===== src/pcfld_pkg.sv =====
// Constants shared by the link-control register block
package pcfld_pkg;
  // Register indexes on the management register port
  localparam logic [4:0] PHY_CONTROL_THREE_ADDR = 5'h0b;
  localparam logic [4:0] INDIRECT_ACCESS_CONTROL_ADDR = 5'h0d;
  localparam logic [4:0] INDIRECT_ADDRESS_OR_DATA_ADDR = 5'h0e;
  localparam logic [4:0] LINK_DROP_CAUSE_STATUS_ADDR = 5'h0f;
  // Third control register fields
  localparam int CR3_POL_SWAP_BIT = 6;
  localparam int CR3_PAIR_SWAP_BIT = 5;
  localparam int CR3_RSVD_BIT = 4;
  localparam int CR3_FLD_RXERR_BIT = 3;
  localparam int CR3_FLD_MLT3_BIT = 2;
  localparam int CR3_FLD_SNR_BIT = 1;
  localparam int CR3_FLD_ENERGY_BIT = 0;
  localparam logic [6:0] CR3_RESET = 7'h00;
  // Access control fields
  localparam int ACC_FUNC_MSB = 15;
  localparam int ACC_FUNC_LSB = 14;
  localparam int ACC_DEVAD_MSB = 4;
  localparam logic [1:0] ACC_FUNC_RESET = 2'h0;
  localparam logic [4:0] ACC_DEVAD_RESET = 5'h00;
  localparam logic [4:0] DEVAD_EXTENDED = 5'h1f;
  localparam logic [15:0] POINTER_RESET = 16'h0000;
  // Function codes of the access control register
  typedef enum logic [1:0] {
    PCFLD_FN_ADDRESS = 2'h0,
    PCFLD_FN_DATA = 2'h1,
    PCFLD_FN_DATA_INC_RW = 2'h2,
    PCFLD_FN_DATA_INC_WR = 2'h3
  } pcfld_func_t;
  // Link drop cause status field
  localparam int LINK_DROP_CAUSE_STATUS_ENERGY_BIT = 4;
  localparam int LINK_DROP_CAUSE_STATUS_SNR_BIT = 5;
  localparam int LINK_DROP_CAUSE_STATUS_MLT3_BIT = 6;
  localparam int LINK_DROP_CAUSE_STATUS_RXERR_BIT = 7;
  localparam int LINK_DROP_CAUSE_STATUS_DESCR_BIT = 8;
  // Second control register low bit defaults
  localparam logic IDLE_ERR_EN_RESET = 1'b1;
  // Fast link down timing and thresholds
  localparam int CLK_PERIOD_NS = 40;
  localparam int FLD_WINDOW_NS = 10000;
  localparam int FLD_WINDOW_CYC = (FLD_WINDOW_NS / CLK_PERIOD_NS < 1) ? 1 :
                                  FLD_WINDOW_NS / CLK_PERIOD_NS;
  localparam int FLD_RXERR_COUNT = 32;
  localparam int FLD_MLT3_COUNT = 20;
  localparam int FLD_SNR_COUNT = 20;
endpackage


===== src/pcfld_top.sv =====
// Link control, fast link down and indirect register access block
`timescale 1ns/1ps
module pcfld_top
  import pcfld_pkg::*;
#(
  parameter int WINDOW_CYCLES = FLD_WINDOW_CYC
) (
  input wire logic clock_i,
  input wire logic rstn_i,
  input wire logic ce_i,
  // Management register port
  input wire logic [4:0] reg_addr_i,
  input wire logic reg_wr_i,
  input wire logic reg_rd_i,
  input wire logic [15:0] reg_wdata_i,
  output logic [15:0] reg_rdata_o,
  output logic reg_rvalid_o,
  // Extended register space
  output logic [15:0] ext_addr_o,
  output logic ext_wr_o,
  output logic ext_rd_o,
  output logic [15:0] ext_wdata_o,
  input wire logic [15:0] ext_rdata_i,
  // Second control register low bits
  input wire logic idle_err_en_i,
  input wire logic odd_nib_dis_i,
  input wire logic rmii_rxclk_sel_i,
  output logic rmii_ref_rx_clk_o,
  // Receive idle error detection
  input wire logic rx_idle_i,
  input wire logic rx_sym_err_i,
  output logic rx_idle_err_o,
  // Transmit nibble stream from the MAC
  input wire logic tx_en_i,
  input wire logic tx_er_i,
  output logic tx_en_o,
  output logic tx_er_o,
  // Line legs
  input wire logic tx_p_i,
  input wire logic tx_n_i,
  output logic twisted_pair_transmit_p_o,
  output logic twisted_pair_transmit_n_o,
  output logic twisted_pair_receive_p_o,
  output logic twisted_pair_receive_n_o,
  input wire logic twisted_pair_transmit_p_i,
  input wire logic twisted_pair_transmit_n_i,
  input wire logic twisted_pair_receive_p_i,
  input wire logic twisted_pair_receive_n_i,
  output logic rx_p_o,
  output logic rx_n_o,
  output logic pol_swap_o,
  output logic pair_swap_o,
  output logic port_mirror_o,
  // Fast link down sources
  input wire logic mii_rx_err_i,
  input wire logic mlt3_viol_i,
  input wire logic snr_low_i,
  input wire logic energy_lost_i,
  output logic link_drop_o
);
  logic [6:0] cr3_ff;
  logic [1:0] func_ff;
  logic [4:0] devad_ff;
  logic [15:0] ptr_ff;
  logic [15:0] nxt_ptr;
  logic [8:4] link_drop_cause_status_ff;
  logic [8:4] nxt_link_drop_cause_status;
  logic [3:0] cause;
  logic [2:0] trip;
  logic nib_odd_ff;
  logic stretch;
  logic ind_ok;
  logic data_acc;
  logic wr_acc;
  logic rd_acc;
  logic link_drop_cause_status_rd;
  logic [15:0] nxt_rdata;
  logic pol;
  logic swp;

  assign pol = cr3_ff[CR3_POL_SWAP_BIT];
  assign swp = cr3_ff[CR3_PAIR_SWAP_BIT];
  assign wr_acc = ce_i && reg_wr_i;
  assign rd_acc = ce_i && reg_rd_i && !reg_wr_i;

  // Third control register; upper bits are not stored at all
  always_ff @(posedge clock_i or negedge rstn_i) begin
    if (!rstn_i) begin
      cr3_ff <= CR3_RESET;
    end else if (wr_acc && reg_addr_i == PHY_CONTROL_THREE_ADDR) begin
      cr3_ff <= reg_wdata_i[6:0];
    end
  end

  // Access control register: function and device address
  always_ff @(posedge clock_i or negedge rstn_i) begin
    if (!rstn_i) begin
      func_ff <= ACC_FUNC_RESET;
      devad_ff <= ACC_DEVAD_RESET;
    end else if (wr_acc && reg_addr_i == INDIRECT_ACCESS_CONTROL_ADDR) begin
      func_ff <= reg_wdata_i[ACC_FUNC_MSB:ACC_FUNC_LSB];
      devad_ff <= reg_wdata_i[ACC_DEVAD_MSB:0];
    end
  end

  // Accesses with a foreign device address reach neither the pointer nor the extended space; reads return zero
  assign ind_ok = (devad_ff == DEVAD_EXTENDED);
  assign data_acc = ind_ok && (reg_addr_i == INDIRECT_ADDRESS_OR_DATA_ADDR);

  // Extended space strobes; only the data register reaches it
  assign ext_addr_o = ptr_ff;
  assign ext_wdata_o = reg_wdata_i;
  assign ext_wr_o = wr_acc && data_acc && func_ff != PCFLD_FN_ADDRESS;
  assign ext_rd_o = rd_acc && data_acc && func_ff != PCFLD_FN_ADDRESS;

  // Pointer update per function code; increment wraps at 16 bits
  always_comb begin
    nxt_ptr = ptr_ff;
    if (data_acc && (wr_acc || rd_acc)) begin
      case (pcfld_func_t'(func_ff))
        PCFLD_FN_ADDRESS: begin
          if (wr_acc) begin
            nxt_ptr = reg_wdata_i;
          end
        end
        PCFLD_FN_DATA: begin
          nxt_ptr = ptr_ff;
        end
        PCFLD_FN_DATA_INC_RW: begin
          nxt_ptr = ptr_ff + 16'h0001;
        end
        PCFLD_FN_DATA_INC_WR: begin
          if (wr_acc) begin
            nxt_ptr = ptr_ff + 16'h0001;
          end
        end
        default: begin
          nxt_ptr = ptr_ff;
        end
      endcase
    end
  end

  // Pointer register
  always_ff @(posedge clock_i or negedge rstn_i) begin
    if (!rstn_i) begin
      ptr_ff <= POINTER_RESET;
    end else if (ce_i) begin
      ptr_ff <= nxt_ptr;
    end
  end

  // Read data mux; unmapped indexes read zero
  always_comb begin
    nxt_rdata = 16'h0000;
    case (reg_addr_i)
      PHY_CONTROL_THREE_ADDR: begin
        nxt_rdata = {9'h000, cr3_ff};
      end
      INDIRECT_ACCESS_CONTROL_ADDR: begin
        nxt_rdata = {func_ff, 9'h000, devad_ff};
      end
      INDIRECT_ADDRESS_OR_DATA_ADDR: begin
        if (!ind_ok) begin
          nxt_rdata = 16'h0000;
        end else if (func_ff == PCFLD_FN_ADDRESS) begin
          nxt_rdata = ptr_ff;
        end else begin
          nxt_rdata = ext_rdata_i;
        end
      end
      LINK_DROP_CAUSE_STATUS_ADDR: begin
        nxt_rdata = {7'h00, link_drop_cause_status_ff, 4'h0};
      end
      default: begin
        nxt_rdata = 16'h0000;
      end
    endcase
  end

  // Read data held until the next read
  always_ff @(posedge clock_i or negedge rstn_i) begin
    if (!rstn_i) begin
      reg_rdata_o <= 16'h0000;
      reg_rvalid_o <= 1'b0;
    end else if (ce_i) begin
      reg_rvalid_o <= rd_acc;
      if (rd_acc) begin
        reg_rdata_o <= nxt_rdata;
      end
    end
  end

  // Receive symbol errors during idle
  always_ff @(posedge clock_i or negedge rstn_i) begin
    if (!rstn_i) begin
      rx_idle_err_o <= 1'b0;
    end else if (ce_i) begin
      rx_idle_err_o <= idle_err_en_i && rx_idle_i && rx_sym_err_i;
    end
  end

  // Nibble parity of the current frame, cleared while idle
  always_ff @(posedge clock_i or negedge rstn_i) begin
    if (!rstn_i) begin
      nib_odd_ff <= 1'b0;
    end else if (ce_i) begin
      nib_odd_ff <= tx_en_i ? !nib_odd_ff : 1'b0;
    end
  end

  // First idle cycle after an odd frame gets the extra errored cycle
  assign stretch = !tx_en_i && nib_odd_ff && !odd_nib_dis_i;

  always_ff @(posedge clock_i or negedge rstn_i) begin
    if (!rstn_i) begin
      tx_en_o <= 1'b0;
      tx_er_o <= 1'b0;
    end else if (ce_i) begin
      tx_en_o <= tx_en_i || stretch;
      tx_er_o <= (tx_en_i && tx_er_i) || stretch;
    end
  end

  // Receive data reference clock choice is a static steering level
  assign rmii_ref_rx_clk_o = rmii_rxclk_sel_i;

  // Line steering; registered so the pins never glitch on a swap change
  always_ff @(posedge clock_i or negedge rstn_i) begin
    if (!rstn_i) begin
      twisted_pair_transmit_p_o <= 1'b0;
      twisted_pair_transmit_n_o <= 1'b0;
      twisted_pair_receive_p_o <= 1'b0;
      twisted_pair_receive_n_o <= 1'b0;
      rx_p_o <= 1'b0;
      rx_n_o <= 1'b0;
    end else if (ce_i) begin
      // Transmit legs go to the receive pair when swapped
      twisted_pair_transmit_p_o <= swp ? 1'b0 : (pol ? tx_n_i : tx_p_i);
      twisted_pair_transmit_n_o <= swp ? 1'b0 : (pol ? tx_p_i : tx_n_i);
      twisted_pair_receive_p_o <= swp ? (pol ? tx_n_i : tx_p_i) : 1'b0;
      twisted_pair_receive_n_o <= swp ? (pol ? tx_p_i : tx_n_i) : 1'b0;
      if (swp) begin
        rx_p_o <= pol ? twisted_pair_transmit_n_i : twisted_pair_transmit_p_i;
        rx_n_o <= pol ? twisted_pair_transmit_p_i : twisted_pair_transmit_n_i;
      end else begin
        rx_p_o <= pol ? twisted_pair_receive_n_i : twisted_pair_receive_p_i;
        rx_n_o <= pol ? twisted_pair_receive_p_i : twisted_pair_receive_n_i;
      end
    end
  end

  // Mode flags follow the register directly
  assign pol_swap_o = pol;
  assign pair_swap_o = swp;
  assign port_mirror_o = pol && swp;

  // Counted criteria, one windowed counter each
  pcfld_event_window #(.THRESHOLD(FLD_RXERR_COUNT), .WINDOW(WINDOW_CYCLES)) u_rxerr (
    .clock_i(clock_i), .rstn_i(rstn_i), .ce_i(ce_i),
    .enable_i(cr3_ff[CR3_FLD_RXERR_BIT]), .event_i(mii_rx_err_i),
    .trip_o(trip[2]));
  pcfld_event_window #(.THRESHOLD(FLD_MLT3_COUNT), .WINDOW(WINDOW_CYCLES)) u_mlt3 (
    .clock_i(clock_i), .rstn_i(rstn_i), .ce_i(ce_i),
    .enable_i(cr3_ff[CR3_FLD_MLT3_BIT]), .event_i(mlt3_viol_i),
    .trip_o(trip[1]));
  pcfld_event_window #(.THRESHOLD(FLD_SNR_COUNT), .WINDOW(WINDOW_CYCLES)) u_snr (
    .clock_i(clock_i), .rstn_i(rstn_i), .ce_i(ce_i),
    .enable_i(cr3_ff[CR3_FLD_SNR_BIT]), .event_i(snr_low_i),
    .trip_o(trip[0]));

  // Cause vector in status bit order: energy, snr, mlt3, rx errors
  assign cause[0] = cr3_ff[CR3_FLD_ENERGY_BIT] && energy_lost_i;
  assign cause[1] = trip[0];
  assign cause[2] = trip[1];
  assign cause[3] = trip[2];

  // Drop pulse is the OR of every enabled cause
  always_ff @(posedge clock_i or negedge rstn_i) begin
    if (!rstn_i) begin
      link_drop_o <= 1'b0;
    end else if (ce_i) begin
      link_drop_o <= |cause;
    end
  end

  // Latched-high causes clear on read; a new cause in the read cycle wins
  assign link_drop_cause_status_rd = rd_acc && reg_addr_i == LINK_DROP_CAUSE_STATUS_ADDR;
  always_comb begin
    nxt_link_drop_cause_status = link_drop_cause_status_rd ? 5'h00 : link_drop_cause_status_ff;
    nxt_link_drop_cause_status[LINK_DROP_CAUSE_STATUS_RXERR_BIT:LINK_DROP_CAUSE_STATUS_ENERGY_BIT] =
      nxt_link_drop_cause_status[LINK_DROP_CAUSE_STATUS_RXERR_BIT:LINK_DROP_CAUSE_STATUS_ENERGY_BIT] | cause;
    nxt_link_drop_cause_status[LINK_DROP_CAUSE_STATUS_DESCR_BIT] = 1'b0; // Descrambler cause lives elsewhere
  end

  always_ff @(posedge clock_i or negedge rstn_i) begin
    if (!rstn_i) begin
      link_drop_cause_status_ff <= 5'h00;
    end else if (ce_i) begin
      link_drop_cause_status_ff <= nxt_link_drop_cause_status;
    end
  end

  a_cr3_high_zero: assert property (@(posedge clock_i) disable iff (!rstn_i)
    reg_rvalid_o && $past(reg_addr_i) == PHY_CONTROL_THREE_ADDR |-> reg_rdata_o[15:7] == 9'h000)
    else $error("reserved control bits not zero");
  a_mirror_both_set: assert property (@(posedge clock_i) disable iff (!rstn_i)
    port_mirror_o == (pol_swap_o && pair_swap_o)) else $error("port mirror mismatch");
  a_stretch_error: assert property (@(posedge clock_i) disable iff (!rstn_i)
    ce_i && !tx_en_i && nib_odd_ff && !odd_nib_dis_i |=> tx_en_o && tx_er_o)
    else $error("odd nibble end not stretched");
  a_idle_err_off: assert property (@(posedge clock_i) disable iff (!rstn_i)
    ce_i && !idle_err_en_i |=> !rx_idle_err_o) else $error("idle error while disabled");
  a_ptr_load: assert property (@(posedge clock_i) disable iff (!rstn_i)
    wr_acc && data_acc && func_ff == PCFLD_FN_ADDRESS |=> ptr_ff == $past(reg_wdata_i))
    else $error("pointer not loaded");
  a_ptr_inc_rw: assert property (@(posedge clock_i) disable iff (!rstn_i)
    (wr_acc || rd_acc) && data_acc && func_ff == PCFLD_FN_DATA_INC_RW
    |=> ptr_ff == $past(ptr_ff) + 16'h0001) else $error("pointer not incremented");
  a_ptr_rd_hold: assert property (@(posedge clock_i) disable iff (!rstn_i)
    rd_acc && func_ff == PCFLD_FN_DATA_INC_WR |=> $stable(ptr_ff))
    else $error("pointer moved on read");
  a_devad_ignore: assert property (@(posedge clock_i) disable iff (!rstn_i)
    devad_ff != DEVAD_EXTENDED |-> (!ext_wr_o && !ext_rd_o) ##1 $stable(ptr_ff))
    else $error("foreign device address acted on");
  a_energy_drop: assert property (@(posedge clock_i) disable iff (!rstn_i)
    ce_i && cr3_ff[CR3_FLD_ENERGY_BIT] && energy_lost_i
    |=> link_drop_o && link_drop_cause_status_ff[LINK_DROP_CAUSE_STATUS_ENERGY_BIT])
    else $error("energy loss did not drop link");
endmodule


===== src/pcfld_event_window.sv =====
// Counts events in fixed windows and pulses when a threshold is reached
`timescale 1ns/1ps
module pcfld_event_window #(
  parameter int THRESHOLD = 20,
  parameter int WINDOW = 250
) (
  input wire logic clock_i,
  input wire logic rstn_i,
  input wire logic ce_i,
  input wire logic enable_i,
  input wire logic event_i,
  output logic trip_o
);
  localparam int CW = $clog2(WINDOW + 1);
  localparam int EW = $clog2(THRESHOLD + 1);
  localparam logic [CW-1:0] WIN_LAST = CW'(WINDOW - 1);
  localparam logic [EW-1:0] THR_LAST = EW'(THRESHOLD - 1);

  logic [CW-1:0] win_ff;
  logic [EW-1:0] cnt_ff;
  logic hit;

  // Threshold reached by this event
  assign hit = enable_i && event_i && (cnt_ff == THR_LAST);

  // Window end or a hit restarts the count; a disabled criterion holds at zero
  always_ff @(posedge clock_i or negedge rstn_i) begin
    if (!rstn_i) begin
      win_ff <= '0;
      cnt_ff <= '0;
      trip_o <= 1'b0;
    end else if (ce_i) begin
      trip_o <= hit;
      if (!enable_i || win_ff == WIN_LAST || hit) begin
        win_ff <= '0;
        cnt_ff <= '0;
      end else begin
        win_ff <= win_ff + 1'b1;
        if (event_i) begin
          cnt_ff <= cnt_ff + 1'b1;
        end
      end
    end
  end

  a_trip_after_hit: assert property (@(posedge clock_i) disable iff (!rstn_i)
    ce_i && hit |=> trip_o) else $error("threshold hit without trip");
endmodule


===== config.mk =====
export PLATFORM = sky130hd
export DESIGN_NAME = pcfld_top
export DESIGN_NICKNAME = d
export VERILOG_FILES = /design/src/pcfld_pkg.sv /design/src/pcfld_top.sv /design/src/pcfld_event_window.sv
export SDC_FILE = /design/constraint.sdc
export NUM_CORES = 1
export LEC_CHECK = 0
export BUFFER_PORTS_ARGS = -buffer_cell sky130_fd_sc_hd__buf_4
export CORE_AREA = 2 2 118 120
export CTS_CLUSTER_DIAMETER = 50
export CTS_CLUSTER_SIZE = 10
export DETAILED_ROUTE_END_ITERATION = 10
export DIE_AREA = 0 0 120 122
export PLACE_DENSITY = 0.67
export SETUP_SLACK_MARGIN = 0.3
export SLEW_MARGIN = 20
export SYNTH_ARGS = -nofsm -noshare
export SYNTH_HDL_FRONTEND = slang
export SYNTH_HIERARCHICAL = 1
export SYNTH_SLANG_ARGS = --single-unit

===== constraint.sdc =====
create_clock -name clock_i -period 5.33 [get_ports clock_i]
set_input_delay 1.3325 -clock clock_i [delete_from_list [all_inputs] [get_ports clock_i]]
set_output_delay 1.3325 -clock clock_i [all_outputs]
set_load 0.005 [all_outputs]

Word-level counts from Yosys, hierarchy flattened
Index checks and enable logic that the tools add are counted.
W data, S select, Z words.

storage, ports and cells
  flip-flop bits (word level) = 105
  logic and storage cells = 133
  output and inout bits = 65

operators by class
  add/subtract/negate cells = 7
  equal/unequal tests = 16
  muxes and demuxes = 29
  reductions and logical operators = 52
  bitwise operators = 2

operators by type and width
  cell                     count
  $mux W16                 4
  $pmux W16 S4             1
  $pmux W16 S3             1
  $logic_and A1 B1 Y1      25
  $add A8 B1 Y8 const B    3
  $eq A8 B8 Y1 const B     3
  $mux W8                  3
  $eq A5 B4 Y1 const B     4
  $mux W5                  4
  $add A16 B1 Y16 const B  1
  $eq A5 B5 Y1 const B     3
  $mux W1                  13
  $mux W6                  2
  $add A5 B1 Y5 const B    2
  $logic_or A1 B1 Y1       9
  $reduce_and A2 Y1        4
  $reduce_bool A2 Y1       4
  $logic_not A1 Y1         7
  $add A6 B1 Y6 const B    1
  $eq A6 B5 Y1 const B     1
  $reduce_and A5 Y1        1
  $eq A2 B2 Y1 const B     2
  $mux W4                  1
  $ne A2 B2 Y1 const B     2
  other kinds (5)          5

Depth between registers and ports, before layout
Gate-level depths: netlist (run 1).

  word-level depth = 5
  mapped depth = 7
  depth with buffers taken out = 6

Modules after synthesis
The synthesis (run 1) kept the hierarchy.

modules (own cells, without submodules)
  module                           times used  cells each  area an instance (um2)  sequential area each (um2)
  pcfld_top                        1           348         3464.6                  1551.5
  pcfld_event_window (u_mlt3 ...)  2           71          765.7                   350.3
  pcfld_event_window (u_rxerr)     1           83          890.9                   375.4

Worst setup path before layout (run 1)
No wires, ideal clock.

  path kind = input -> output
  start = in reg_addr_i[4]
  end = out ext_rd_o
  path buffers = 1
  arrival time = 2.533 ns
  setup slack = 1.465 ns
  cell stages on the path = 4
  data required time = 3.998 ns
  path through = nand4b_2 -> or4_1 -> clkbuf_1 -> nor3_1

between the ends
  cells in the longest elaborated chain, start to end = 4

RTL lines
  item                              RTL line          source
  start: declaration                pcfld_top.sv:12   input wire logic [4:0] reg_addr_i,
  $eq A5 B4 Y1                      pcfld_top.sv:108  assign data_acc = ind_ok && (reg_addr_i == INDIRECT_ADDRESS_OR_DATA_ADDR);
  $logic_and A1 B1 Y1               pcfld_top.sv:108
  $logic_and A1 B1 Y1 (2 in a row)  pcfld_top.sv:114  assign ext_rd_o = rd_acc && data_acc && func_ff != PCFLD_FN_ADDRESS;
  end: declaration                  pcfld_top.sv:21   output logic ext_rd_o,

No other way between the ends.

Worst setup path in the final report (run 1)
Same ends and word-level chain as after synthesis.

==> results of run 1 <==
-- area by class of cell --
type	count	area share (%)
clock inverters	4	0.830
multi-input cells	408	41.2
repair buffers	124	13.1
flip-flops and latches	105	37.1
inverters	18	0.954
well taps	180	3.18
clock buffers	12	3.62
-- placed cells by master (no fill, tap or decap), types with 4 or more instances in the layout --
master,instances
nor3_1,11
nor2b_1,12
inv_1,18
nand3b_1,4
clkbuf_16,9
nand2b_1,6
mux2i_1,13
nand2_1,61
xnor2_1,9
ha_1,10
o21ai_0,33
mux2_2,28
a22o_2,6
nor2_1,29
and3_1,6
nand4_1,11
o31ai_1,11
nand3_1,16
a21oi_1,31
dfrtp_1,104
buf_4,124
o22ai_1,11
o32ai_1,8
and2_1,5
a222oi_1,6
xor2_1,5
a21o_1,6
-- registers in the layout (all words and copies together), names as in the netlist, 2 cells and up --
name and cells:
cr3_ff 7, devad_ff 5, ext_addr_o 16, func_ff 2, link_drop_cause_status_ff 4, reg_rdata_o 16, u_mlt3/cnt_ff 5, u_mlt3/win_ff 8
u_rxerr/cnt_ff 6, u_rxerr/win_ff 8, u_snr/cnt_ff 5, u_snr/win_ff 8
-- critical path, stage by stage --
cell	delay [ps]
buf_4	130
nand4b_2	250
or4_1	740
nor3_1	250
buf_4	150
-- cell families (layout without fill, tap and decap cells) --
family          count (synthesis)  count (layout)
simple gates                  200             200
compound gates                142             142
flops                         105             105
buf+inv                        60             158
mux                            41              41
xor+xnor                       14              14
fa+ha+maj                      11              11
-- power groups by stage --
stage	Combinational (mW)	Sequential [mW]	Clock, mW
2_1_floorplan	0.160	0.873	0
3_3_place_gp	0.254	0.893	0
3_5_place_dp	0.262	0.894	0
4_1_cts	0.263	0.879	0.716
5_1_grt	0.287	0.887	0.753
6_report	0.260	0.879	0.709
-- per-layer routing --
metal / vias to the layer above / global-route usage [%] / share of wire (%)
li1: 2284 / - / -
met1: 2445 / 28.4 / 44
met2: 165 / 35.0 / 47
met3: 23 / 3.98 / 6.3
met4: 0 / 7.94 / 2.2
met5: - / 0 / 0
-- per-stage QoR --
step | hold slack (ps) | power [mW] | instance area [µm²] | cells | util (%)
after floorplan | 464 | 1.03 | 5890 | 573 | -
after global placement | 467 | 1.15 | 6770 | 835 | 50.1
after detailed placement | 472 | 1.16 | 6770 | 835 | 50.1
after CTS | 488 | 1.86 | 7080 | 851 | 52.5
after global routing | 520 | 1.93 | 7090 | 851 | 52.5
final | 482 | 1.85 | 7090 | 851 | 52.5
-- how the worst max path moves through the flow --
stage	from	end	slack (ps)	cells after the start
after floorplan	reg_addr_i[4]	ext_rd_o	1460	4
after global placement	reg_addr_i[4]	ext_rd_o	1170	5
after detailed placement	reg_addr_i[4]	ext_rd_o	1170	5
after CTS	reg_addr_i[4]	ext_rd_o	1160	5
after global routing	reg_addr_i[4]	ext_wr_o	1070	5
final	reg_addr_i[4]	ext_rd_o	1140	5
==> results.txt, run 1 <==
The number of antenna violations at the first check in global routing is 0. The worst setup path is captured at an output pin. CTS saw 105 sinks. The number of antenna cells inserted is 0. The slack of the critical path is 1140 ps.

The total count of max-transition violations in the final report is 0. For the worst setup path, the data required time is 4000 ps. The count of cell types in the netlist came out at 71.

The number of hold violations in the final report came out at 0. The hold path depth is 2. The overall overflow remaining after global route came out at 0. By count the netlist is led by dfrtp_1, nand2_1, o21ai_0.

TritonCTS built the clock tree. The final period utilization came out at 78.5%. In the synthesized netlist, the number of instances is 573. The average instance area after synthesis is 10.3 µm².

The first routing iteration left 546 violations. The standard cell core area came out at 13500 µm². The clock tree synthesis step divided the H-tree into 3 levels.

The sequential share of the synthesized area came out at 44.6%. The worst slack after detailed placement is 1170 ps. The power spent charging and discharging nets came out at 491 µW. In the routed layout, each cell is associated on average with a via count of 5.78. The residual DRC count came out at 0. Pin placement for this block handled 124 I/O pins. The worst pin sits at a relative slew slack of 39.2%. The last weighted congestion value of the routability-driven placer is 0.889. The number of enable-type register cells in the synthesized netlist is 0. The area of the die is 14600 µm². The global-route total usage across every layer is 21.4%. By area the synthesized netlist is led by dfrtp_1, mux2_2, nand2_1, o21ai_0, a21oi_1. The flow ran to the end, and the final reports show no timing, DRC or antenna violations. The end of the worst hold path is reg_rdata_o[9]. Yosys instantiated no cell more often than dfrtp_1. The share of final-layout standard cells stronger than drive strength 1 is 31.6%. During synthesis, Yosys emitted a total of 6 warnings. Counting cells, the worst reg-to-reg path comes to 4. The endpoint arrival time on the critical path came out at 2850 ps.

STA classifies the critical path startpoint as an input port. The fraction of synthesized cell area taken by the top area cell type is 44.6%. The maximum number of pins on one net before global-route repair is 68. The routed wirelength normalized by instance count is 18.0 µm. The share of synthesized cell area in and, or, nand and nor gates came out at 19.9%.

The part of the total power dissipated in sequential elements came out at 47.6%. The total via count after detailed routing is 4917. The clock edge transition at the registers on the reported setup and hold paths is 70 ps. Measured along the x axis, the die boundary spans 120 µm. The count of nets left with antenna violations once routing finished came out at 0. The worst hold path begins at reg_rdata_o[9].

The slew at the pin closest to its max-slew limit is 905 ps. The switching share of power came out at 26.6%. The total routed wirelength came out at 15.4 mm. The number of global-route vias before repair was 4820. In this run, the combinational gates consume 14.1% of the power. The setup TNS after final layout is 0 ps.

The maximum fanout encountered on the critical timing path is 11. In this run the cell area of the synthesized design comes to 5890 µm². The internal power consumption is 1.36 mW. The critical path is of the input port to output pin type. The worst voltage drop across the vdd grid is 164 µV. The post-route minimum period is 4190 ps.

Counting along the longest clock path gives a buffer depth of 2. The path class of the tightest hold or removal check is register to register. Setup repair after global routing left no endpoint under its margin. The site row count came out at 43. The post-cts sizing count came out at 0. The tree is rooted in a clkbuf_16. The worst setup slack for register-to-register paths came out at 2820 ps. The die outline height is 122 µm. The total half-perimeter wirelength after legalization and detailed placement is 11.1 mm. The most area-hungry cell type in the Yosys netlist is dfrtp_1. The parity-gate share of the synthesized area counting xor and xnor cells is 2.08%.

The area fraction in compound gates after synthesis came out at 17.7%. The growth of design area from synthesis to finish is 20.4%. The max-cap check violation count came out at 0.

The setup skew after layout is 12.6 ps. The clock network accounts for 38.4% of the total power. After synthesis, the share of cell area in mux cells is 7.57%. The dominant register cell in the synthesized netlist is dfrtp_1. The adder-cell share of the synthesized area came out at 2.30%.

Setup violations remaining at the end of the flow were counted as 0. Synthesis produced a netlist with a net count of 642. The cell leakage power came out at 3.24 nW.

The number of buffers inserted for hold repair after clock tree synthesis came out at 0. The share of flip-flops with an asynchronous set or reset came out at 100%. The final net count came out at 735. The first-pass iteration count of the detailed router is 5. By area, the combinational part of the netlist is dominated by simple AND/OR/NAND/NOR gates. The power per standard cell area came out at 261 nW/µm². The post-synthesis register bit count is 105.

The starting density of the core is 43.6%. For the worst-skew pair, the clock arrives at the later sink with an insertion delay of 350 ps. The count of buffers added by post-CTS timing repair for setup came out at 0.

The wire length of the first global-routing pass is 24.7 mm. The sequential cell area came out at 2630 µm². The number of clock buffers added by TritonCTS is 9. In this run the tool buffered the top-level ports with 121 buffer cells. The launch point of the worst reg-to-reg path is func_ff[1]. The multi-input combinational cells in the finished layout cover a total of 2920 µm². The highest clock rate is 239 MHz. The worst register-to-register path ends at ext_addr_o[7]. Fill cells in the final layout number 1231.
No activity file was read; power rests on OpenSTA's default activity.
==> inputs of run 2 (changes only) <==
--- a/config.mk
+++ b/config.mk
@@ -5,12 +5,13 @@
 export SDC_FILE = /design/constraint.sdc
 export NUM_CORES = 1
 export LEC_CHECK = 0
+export ABC_AREA = 1
 export BUFFER_PORTS_ARGS = -buffer_cell sky130_fd_sc_hd__buf_4
-export CORE_AREA = 2 2 118 120
+export CORE_AREA = 2 2 120 122
 export CTS_CLUSTER_DIAMETER = 50
 export CTS_CLUSTER_SIZE = 10
 export DETAILED_ROUTE_END_ITERATION = 10
-export DIE_AREA = 0 0 120 122
+export DIE_AREA = 0 0 122 124
 export PLACE_DENSITY = 0.67
 export SETUP_SLACK_MARGIN = 0.3
 export SLEW_MARGIN = 20
==> constraint.sdc (replaced) <==
create_clock -name clock_i -period 4.23 [get_ports clock_i]
set_input_delay 1.0575 -clock clock_i [delete_from_list [all_inputs] [get_ports clock_i]]
set_output_delay 1.0575 -clock clock_i [all_outputs]
set_load 0.005 [all_outputs]
==> run 2 against run 1 <==
Design area increased by 3.9%. Power increased by 22%. Clock skew fell by 1.4 ps. Largest cell class unchanged. Sequential power up 25%. Critical endpoint unchanged. Clock-buffer cell count decreased by 3.
==> results.txt, run 2 <==
The total power after layout came out at 2.26 mW (+22%). nand2_1 is the most common cell in the netlist. The residual DRC count is 0 (unchanged). The sequential share of the synthesized area is 42.8% (-1.9 points). The commonest cells after synthesis are nand2_1, dfrtp_1, nor2_1.

The kind of start point of the critical path is an input port. The count of buffers added by post-CTS timing repair for setup came out at 0 (unchanged). The parity-gate share of the synthesized area counting xor and xnor cells is 2.42% (+0.34 points). The wire length of the first global-routing pass came out at 24.5 mm (-1.1%).

The TritonCTS clock tree is built. The cell leakage power came out at 3.78 nW (+17%). The count of cell types in the netlist is 40 (-44%). The number of clock buffers inserted by TritonCTS came out at 9 (unchanged). STA classifies the critical path endpoint as an output pin. The total half-perimeter wirelength after legalization and detailed placement is 11.0 mm (-1.3%).

The share of synthesized cell area in and, or, nand and nor gates came out at 34.7% (+15 points). The adder-cell share of the synthesized area is 2.04% (-0.26 points). The setup skew after layout is 11.3 ps (-1.38 ps).

The standard cell core area is 13700 µm² (+1.6%). The hold slack came out at 475 ps (-7.80 ps). The starting DRC count in detailed routing is 352 (-36%). The setup TNS after final layout was 0 ps (unchanged). The cell sitting at the root of the clock tree is a clkbuf_16.

For this run, the leading register cell type out of synthesis is dfrtp_1. The site row count came out at 43 (unchanged). The fraction of synthesized cell area taken by the top area cell type is 42.8% (-1.9 points). The starting density of the core came out at 44.8% (+1.2 points). The endpoint arrival time on the critical path is 2000 ps (-850 ps). The worst path in the final design needs a cycle of 3060 ps, including I/O delays and setup.

In this run the critical register-to-register path is launched from func_ff[1]. The run finished with clean final reports. By area, the combinational part of the netlist is dominated by simple AND/OR/NAND/NOR gates.

The die outline height was 124 µm (+1.6%). The remaining max-slew budget at the tightest pin came to 52.7% (+13 points). The final setup violation count is 0 (unchanged). The type of the most critical hold path is register to register. The slew at the pin closest to its max-slew limit was 710 ps (-195 ps). The number of H-tree branching levels is 3 (unchanged). The number of buffers inserted for hold repair after clock tree synthesis is 0 (unchanged). The growth of design area from synthesis to finish is 19.9%. The max-cap check violation count is 0 (unchanged). The worst voltage drop across the vdd grid came out at 220 µV (+34%). The per-cell via count in the routed design came out at 4.94 (-15%). The maximum number of pins on one net before global-route repair is 54 (-21%). The area of the die is 15100 µm² (+3.3%).

The number of global-route vias before repair is 5097 (+5.7%). The number of enable-type register cells in the synthesized netlist came out at 0 (unchanged). The worst endpoint required time is 3170 ps (-830 ps). The area of all placed cells without fillers was 7360 µm² (+3.9%). The highest clock rate came out at 327 MHz. The clock sink total is 105 (unchanged).

The chip width is 122 µm (+1.7%). The core utilization of the finished layout came out at 53.7% (+1.2 points). The power per standard cell area is 307 nW/µm² (+18%). In the layout the commonest cells are nand2_1, buf_4, dfrtp_1.

The count of pins on the block boundary is 124 (unchanged). The maximum fanout encountered on the critical timing path came out at 14 (+3). The share of flip-flops with an asynchronous set or reset came out at 100% (unchanged). The total via count after detailed routing was 5456 (+11%). The sequential cell area is 2630 µm² (about the same). The average instance area after synthesis is 7.51 µm² (-27%). The last weighted congestion value of the routability-driven placer came to 0.845 (-4.9%). By startpoint and endpoint, the worst setup path is classified as input port to output pin.

The count of input and output buffers came out at 121 (unchanged). The worst setup path startpoint is ce_i. The total routed wirelength came out at 14.8 mm (-3.8%). The fraction of synthesized area in multiplexers came out at 0.815% (-6.8 points). The overall overflow remaining after global route is 0 (unchanged). The residual antenna-violating net count after detailed routing came to 0 (unchanged). The post-synthesis register bit count is 105 (unchanged). The most common library cell in the layout ignoring fill and taps is nand2_1.

The net count after synthesis came to 887 (+38%). The synthesized instance count came out at 818 (+43%). Summed over all instances, the cell type with the most area after synthesis is dfrtp_1. The global-route total usage across every layer came out at 20.4% (-1.0 points). The number of antenna violations at the first check in global routing is 0 (unchanged). The yosys synthesis warning count came out at 6 (unchanged).

The post-cts sizing count was 0 (unchanged). The final-layout fill cell count is 1382 (+12%). In the post-synthesis netlist, the biggest area contributors are dfrtp_1, nand2_1, nand3_1, o21ai_0, nor2_1. The maximum buffer depth of the clock tree is 2 (unchanged). The number of hold violations in the final report is 0 (unchanged).

The share of final-layout standard cells stronger than drive strength 1 came out at 21.1% (-11 points). The synthesized area came out at 6140 µm² (+4.4%). The clock edge transition at the registers on the reported setup and hold paths came out at 80 ps (about the same). The area taken by multi-input logic gates was 2970 µm² (+1.7%). The routed wirelength normalized by instance count is 13.4 µm (-26%). After layout, the worst path uses 72.3% of the clock period. The number of antenna cells inserted is 0 (unchanged).

The cell area after placement came out at 7070 µm² (+4.5%). The insertion delay to the later sink of the worst-skew pair is 360 ps (about the same). The total count of max-transition violations in the final report came out at 0 (unchanged). The area fraction in compound gates after synthesis is 8.29% (-9.4 points). The startpoint identified for the worst hold timing path is nib_odd_ff. Setup repair after global routing left no endpoint under its margin. The first-pass iteration count of the detailed router is 5 (unchanged). The final net count came out at 989 (+35%).
[run 2: cell types whose count changed in the layout (fill, tap and decap cells not counted), moves of 11 or more]
cell,previous run,this run
o21ai_0,33,58
nor2b_1,12,0
mux2_2,28,0
nor2_1,29,73
a21oi_1,31,14
nand3_1,16,61
inv_1,18,71
o31ai_1,11,0
nor2_2,2,14
nand2_1,61,275
[run 2: where the power goes]
| group | total (mW) | internal (mW) | switching, mW |
|---|---|---|---|
| combinational | 0.322 | 0.135 | 0.186 |
| clock | 0.837 | 0.417 | 0.421 |
| sequential | 1.10 | 1.05 | 0.0490 |
| total | 2.26 | 1.60 | 0.656 |
[run 2: logic make-up (layout without fill, tap and decap cells)]
family | count (synthesis) | in the layout
AO/OA/AOI/OAI | 94 | 94
buffers and inverters | 114 | 221
AND/OR/NAND/NOR | 473 | 473
XOR/XNOR | 17 | 17
multiplexers | 5 | 5
adder cells (fa/ha/maj) | 10 | 10
flip-flops | 105 | 105
[run 2: final timing paths]
check                                           end  slack [ps]  cells after the start
max                                        ext_rd_o        1170                      6
min                                      nib_odd_ff         470                      1
max reg2reg                           ext_addr_o[3]        2490                      6
min reg2reg                              nib_odd_ff         470                      1
max in group asynchronous            ext_addr_o[12]        2660                      2
min in group asynchronous  twisted_pair_receive_n_o         750                      1
[run 2: metal layers]
| layer | global-route usage, % | vias to the layer above | share of wire [%] |
|---|---|---|---|
| li1 | - | 2802 | - |
| met1 | 27.9 | 2509 | 47 |
| met2 | 33.7 | 137 | 46 |
| met3 | 4.26 | 8 | 6.1 |
| met4 | 4.02 | 0 | 0.73 |
| met5 | 0 | - | 0 |
[run 2: cell type report]
cell class                      instances  area share (%)
Sequential cell                       105            35.7
Timing Repair Buffer                  126            12.8
Tap cell                              180            3.06
Clock buffer                            9            3.06
Multi-Input combinational cell        599            40.3
Inverter                               79            4.15
Clock inverter                          7           0.901
[run 2: per-stage QoR]
step           setup slack [ps]  instances
2_1_floorplan              1530        818
3_3_place_gp               1200       1089
3_5_place_dp               1170       1089
4_1_cts                    1160       1105
5_1_grt                    1070       1105
6_report                   1170       1105
[run 2: worst max-delay path, cell delays in order]
cell and delay [ps]:
buf_4 120, nand2_1 90, nor2_4 270, nand3_2 200
nor2_1 140, buf_4 120
==> inputs of run 3 (changes only) <==
--- a/config.mk
+++ b/config.mk
@@ -5,14 +5,14 @@
 export SDC_FILE = /design/constraint.sdc
 export NUM_CORES = 1
 export LEC_CHECK = 0
-export ABC_AREA = 1
+export ABC_AREA = 0
 export BUFFER_PORTS_ARGS = -buffer_cell sky130_fd_sc_hd__buf_4
-export CORE_AREA = 2 2 120 122
+export CORE_AREA = 2 2 118 120
 export CTS_CLUSTER_DIAMETER = 50
 export CTS_CLUSTER_SIZE = 10
 export DETAILED_ROUTE_END_ITERATION = 10
-export DIE_AREA = 0 0 122 124
-export PLACE_DENSITY = 0.67
+export DIE_AREA = 0 0 120 122
+export PLACE_DENSITY = 0.69
 export SETUP_SLACK_MARGIN = 0.3
 export SLEW_MARGIN = 20
 export SYNTH_ARGS = -nofsm -noshare
==> constraint.sdc (replaced) <==
create_clock -name clock_i -period 2.55 [get_ports clock_i]
set_input_delay 0.6375 -clock clock_i [delete_from_list [all_inputs] [get_ports clock_i]]
set_output_delay 0.6375 -clock clock_i [all_outputs]
set_load 0.005 [all_outputs]
==> run 3 against run 2 <==
Clock-buffer cell count is 1 higher. Final cell count is 22% lower. Clock power is 73% higher. Combinational power is 83% higher. Design area is 1.3% lower. Hold slack worse by 160 ps.
==> results.txt, run 3 (synthesis results as in run 1) <==
By instance count, the cell type seen most on the critical path is buf_4. The residual DRC count is 0 (unchanged). The routed wirelength normalized by instance count was 17.7 µm (+33%).

The final net count was 749 (-24%). The endpoint arrival time on the critical path came to 1760 ps (-240 ps). The startpoint identified for the worst register-to-register timing path is devad_ff[4]. The number of hold violations in the final report came to 0 (unchanged).

The area of all placed cells without fillers is 7260 µm² (-1.3%). The number of clock buffers inserted by TritonCTS is 9 (unchanged). The die outline height came out at 122 µm (-1.6%). The hold slack came out at 311 ps (-164 ps). The cell leakage power is 3.34 nW (-12%). The number of global-route vias before repair came out at 4814 (-5.6%).

The setup TNS after final layout came out at 0 ps (unchanged). The routed design could run at a clock period as short as 2400 ps. The total power after layout is 3.85 mW (+71%).

The cell family with the largest share of critical-path delay is simple AND/OR/NAND/NOR gates. The flow ran to the end, and the final reports show no timing, DRC or antenna violations. The insertion delay to the later sink of the worst-skew pair is 350 ps (about the same). The cell sitting at the root of the clock tree is a clkbuf_16. The max-cap check violation count came out at 0 (unchanged).

The total count of max-transition violations in the final report is 0 (unchanged). The overall overflow remaining after global route is 0 (unchanged). The growth of design area from synthesis to finish came out at 23.4%. The final setup violation count came out at 0 (unchanged). The number of H-tree branching levels is 3 (unchanged). The worst voltage drop across the vdd grid is 321 µV (+46%). In this run the critical register-to-register path is captured at ext_addr_o[13]. Setup repair after global routing could not meet its margin everywhere. Static timing analysis puts the maximum clock frequency at 417 MHz. The clock edge transition at the registers on the reported setup and hold paths is 70 ps (about the same). The standard cell core area came out at 13500 µm² (-1.6%). The remaining max-slew budget at the tightest pin is 57.0% (+4.3 points). The core utilization of the finished layout is 53.8% (+0.12 points). The count of pins on the block boundary came out at 124 (unchanged). The maximum fanout encountered on the critical timing path came to 4 (-10). The share of final-layout standard cells stronger than drive strength 1 came out at 33.6% (+12 points). The first-pass iteration count of the detailed router came to 8 (+3). The cell area after placement came to 6930 µm² (-2.0%). The maximum buffer depth of the clock tree is 2 (unchanged).

The worst setup path is launched from an input port. The total routed wirelength is 15.3 mm (+3.8%). The per-cell via count in the routed design came out at 5.72 (+16%).

The number of cells on the worst reg-to-reg path is 6 (unchanged). The wire length of the first global-routing pass is 24.5 mm (about the same). The last weighted congestion value of the routability-driven placer came to 0.924 (+9.3%).

The starting DRC count in detailed routing is 439 (+25%). The starting density of the core is 43.6% (-1.2 points). The TritonCTS clock tree is built. The largest individual stage delay along the critical path comes from the cell or4_4. The signal on the critical path passes through buf_4 > nand4b_4 > or4_4 > nor3_4 > buf_4. The site row count was 43 (unchanged).

The total half-perimeter wirelength after legalization and detailed placement came out at 11.3 mm (+3.0%). The power per standard cell area is 531 nW/µm² (+73%). The library cells used most frequently in the layout, excluding fill and tap cells, are buf_4, dfrtp_1, nand2_1. The final-layout fill cell count came to 1187 (-14%). The worst setup slack for register-to-register paths is 600 ps (-1890 ps). The area of the die is 14600 µm² (-3.2%). The setup skew after layout is 11.0 ps (-0.230 ps). The final period utilization is 94.1%. The clock sink total was 105 (unchanged). The residual antenna-violating net count after detailed routing came out at 0 (unchanged). The global-route total usage across every layer is 21.0% (+0.67 points). The maximum single-stage delay on the critical path is 580 ps (+310 ps). The maximum number of pins on one net before global-route repair came out at 61 (+13%).

The worst setup path is captured at an output pin. The critical path is of the input port to output pin type. The worst endpoint required time is 1910 ps (-1260 ps).

The count of input and output buffers came out at 121 (unchanged). Leaving out fill and tap cells, the most frequent cell in the layout is buf_4. The type of the most critical hold path is input port to async pin. The depth of the critical timing path with buffers and inverters included came out at 5 (-1). The number of buffers inserted for hold repair after clock tree synthesis is 0 (unchanged). The total via count after detailed routing was 4946 (-9.3%).

The combined buffer and inverter count along the critical path was 2 (unchanged). The slew at the pin closest to its max-slew limit is 646 ps (-63.8 ps). The number of antenna cells inserted is 0 (unchanged). The chip width is 120 µm (-1.6%). The number of antenna violations at the first check in global routing came out at 0 (unchanged).
-- run 3: cell types whose count changed in the layout (fill, tap and decap cells not counted), moves of 10 or more --
cell     change
nand2_1    -214
inv_1       -53
nand3_1     -45
nor2_1      -45
mux2_2      +28
o21ai_0     -26
a21oi_1     +17
nor2b_1     +12
nor2_2      -11
o31ai_1     +11
o22ai_1     +10
-- run 3: repair_timing --
action / CTS / global route
setup buffers: 2 / 1
endpoints found under the setup margin: 2 / 3
gates resized for setup: 0 / 1
pin swaps: 1 / 1
-- run 3: layer usage --
metal / vias to the layer above / GRT usage (%) / part of all wire (%)
met5: - / 0 / 0
met4: 0 / 6.54 / 1.7
met3: 19 / 4.31 / 5.5
met2: 171 / 36.3 / 50
met1: 2443 / 26.6 / 43
li1: 2313 / - / -
-- run 3: area by class of cell --
class / instances / area, µm² / area share, %
clock inverters: 6 / 71.3 / 0.982
inverters: 18 / 67.6 / 0.930
well taps: 180 / 225 / 3.10
clock buffers: 10 / 239 / 3.29
repair buffers: 138 / 1070 / 14.8
flip-flops and latches: 105 / 2630 / 36.2
multi-input cells: 408 / 2960 / 40.8
-- run 3: through the flow --
step | worst slack (ps) | std cells
2_1_floorplan | 291 | 573
3_3_place_gp | 97.5 | 846
3_5_place_dp | 83.5 | 846
4_1_cts | 127 | 864
5_1_grt | 104 | 865
6_report | 150 | 865
-- run 3: report_power, final --
| part | switching [mW] | total [mW] | leakage [nW] | internal (mW) |
|---|---|---|---|---|
| clock | 0.648 | 1.45 | 0.146 | 0.799 |
| combinational | 0.302 | 0.590 | 1.76 | 0.287 |
| sequential | 0.0810 | 1.82 | 1.43 | 1.74 |
-- run 3: worst max-delay path by stage --
stage	startpoint	to
6_report	reg_addr_i[4]	ext_rd_o
5_1_grt	reg_addr_i[4]	ext_rd_o
4_1_cts	reg_addr_i[4]	ext_rd_o
3_5_place_dp	reg_addr_i[4]	ext_rd_o
3_3_place_gp	reg_addr_i[4]	ext_rd_o
2_1_floorplan	reg_addr_i[4]	ext_rd_o
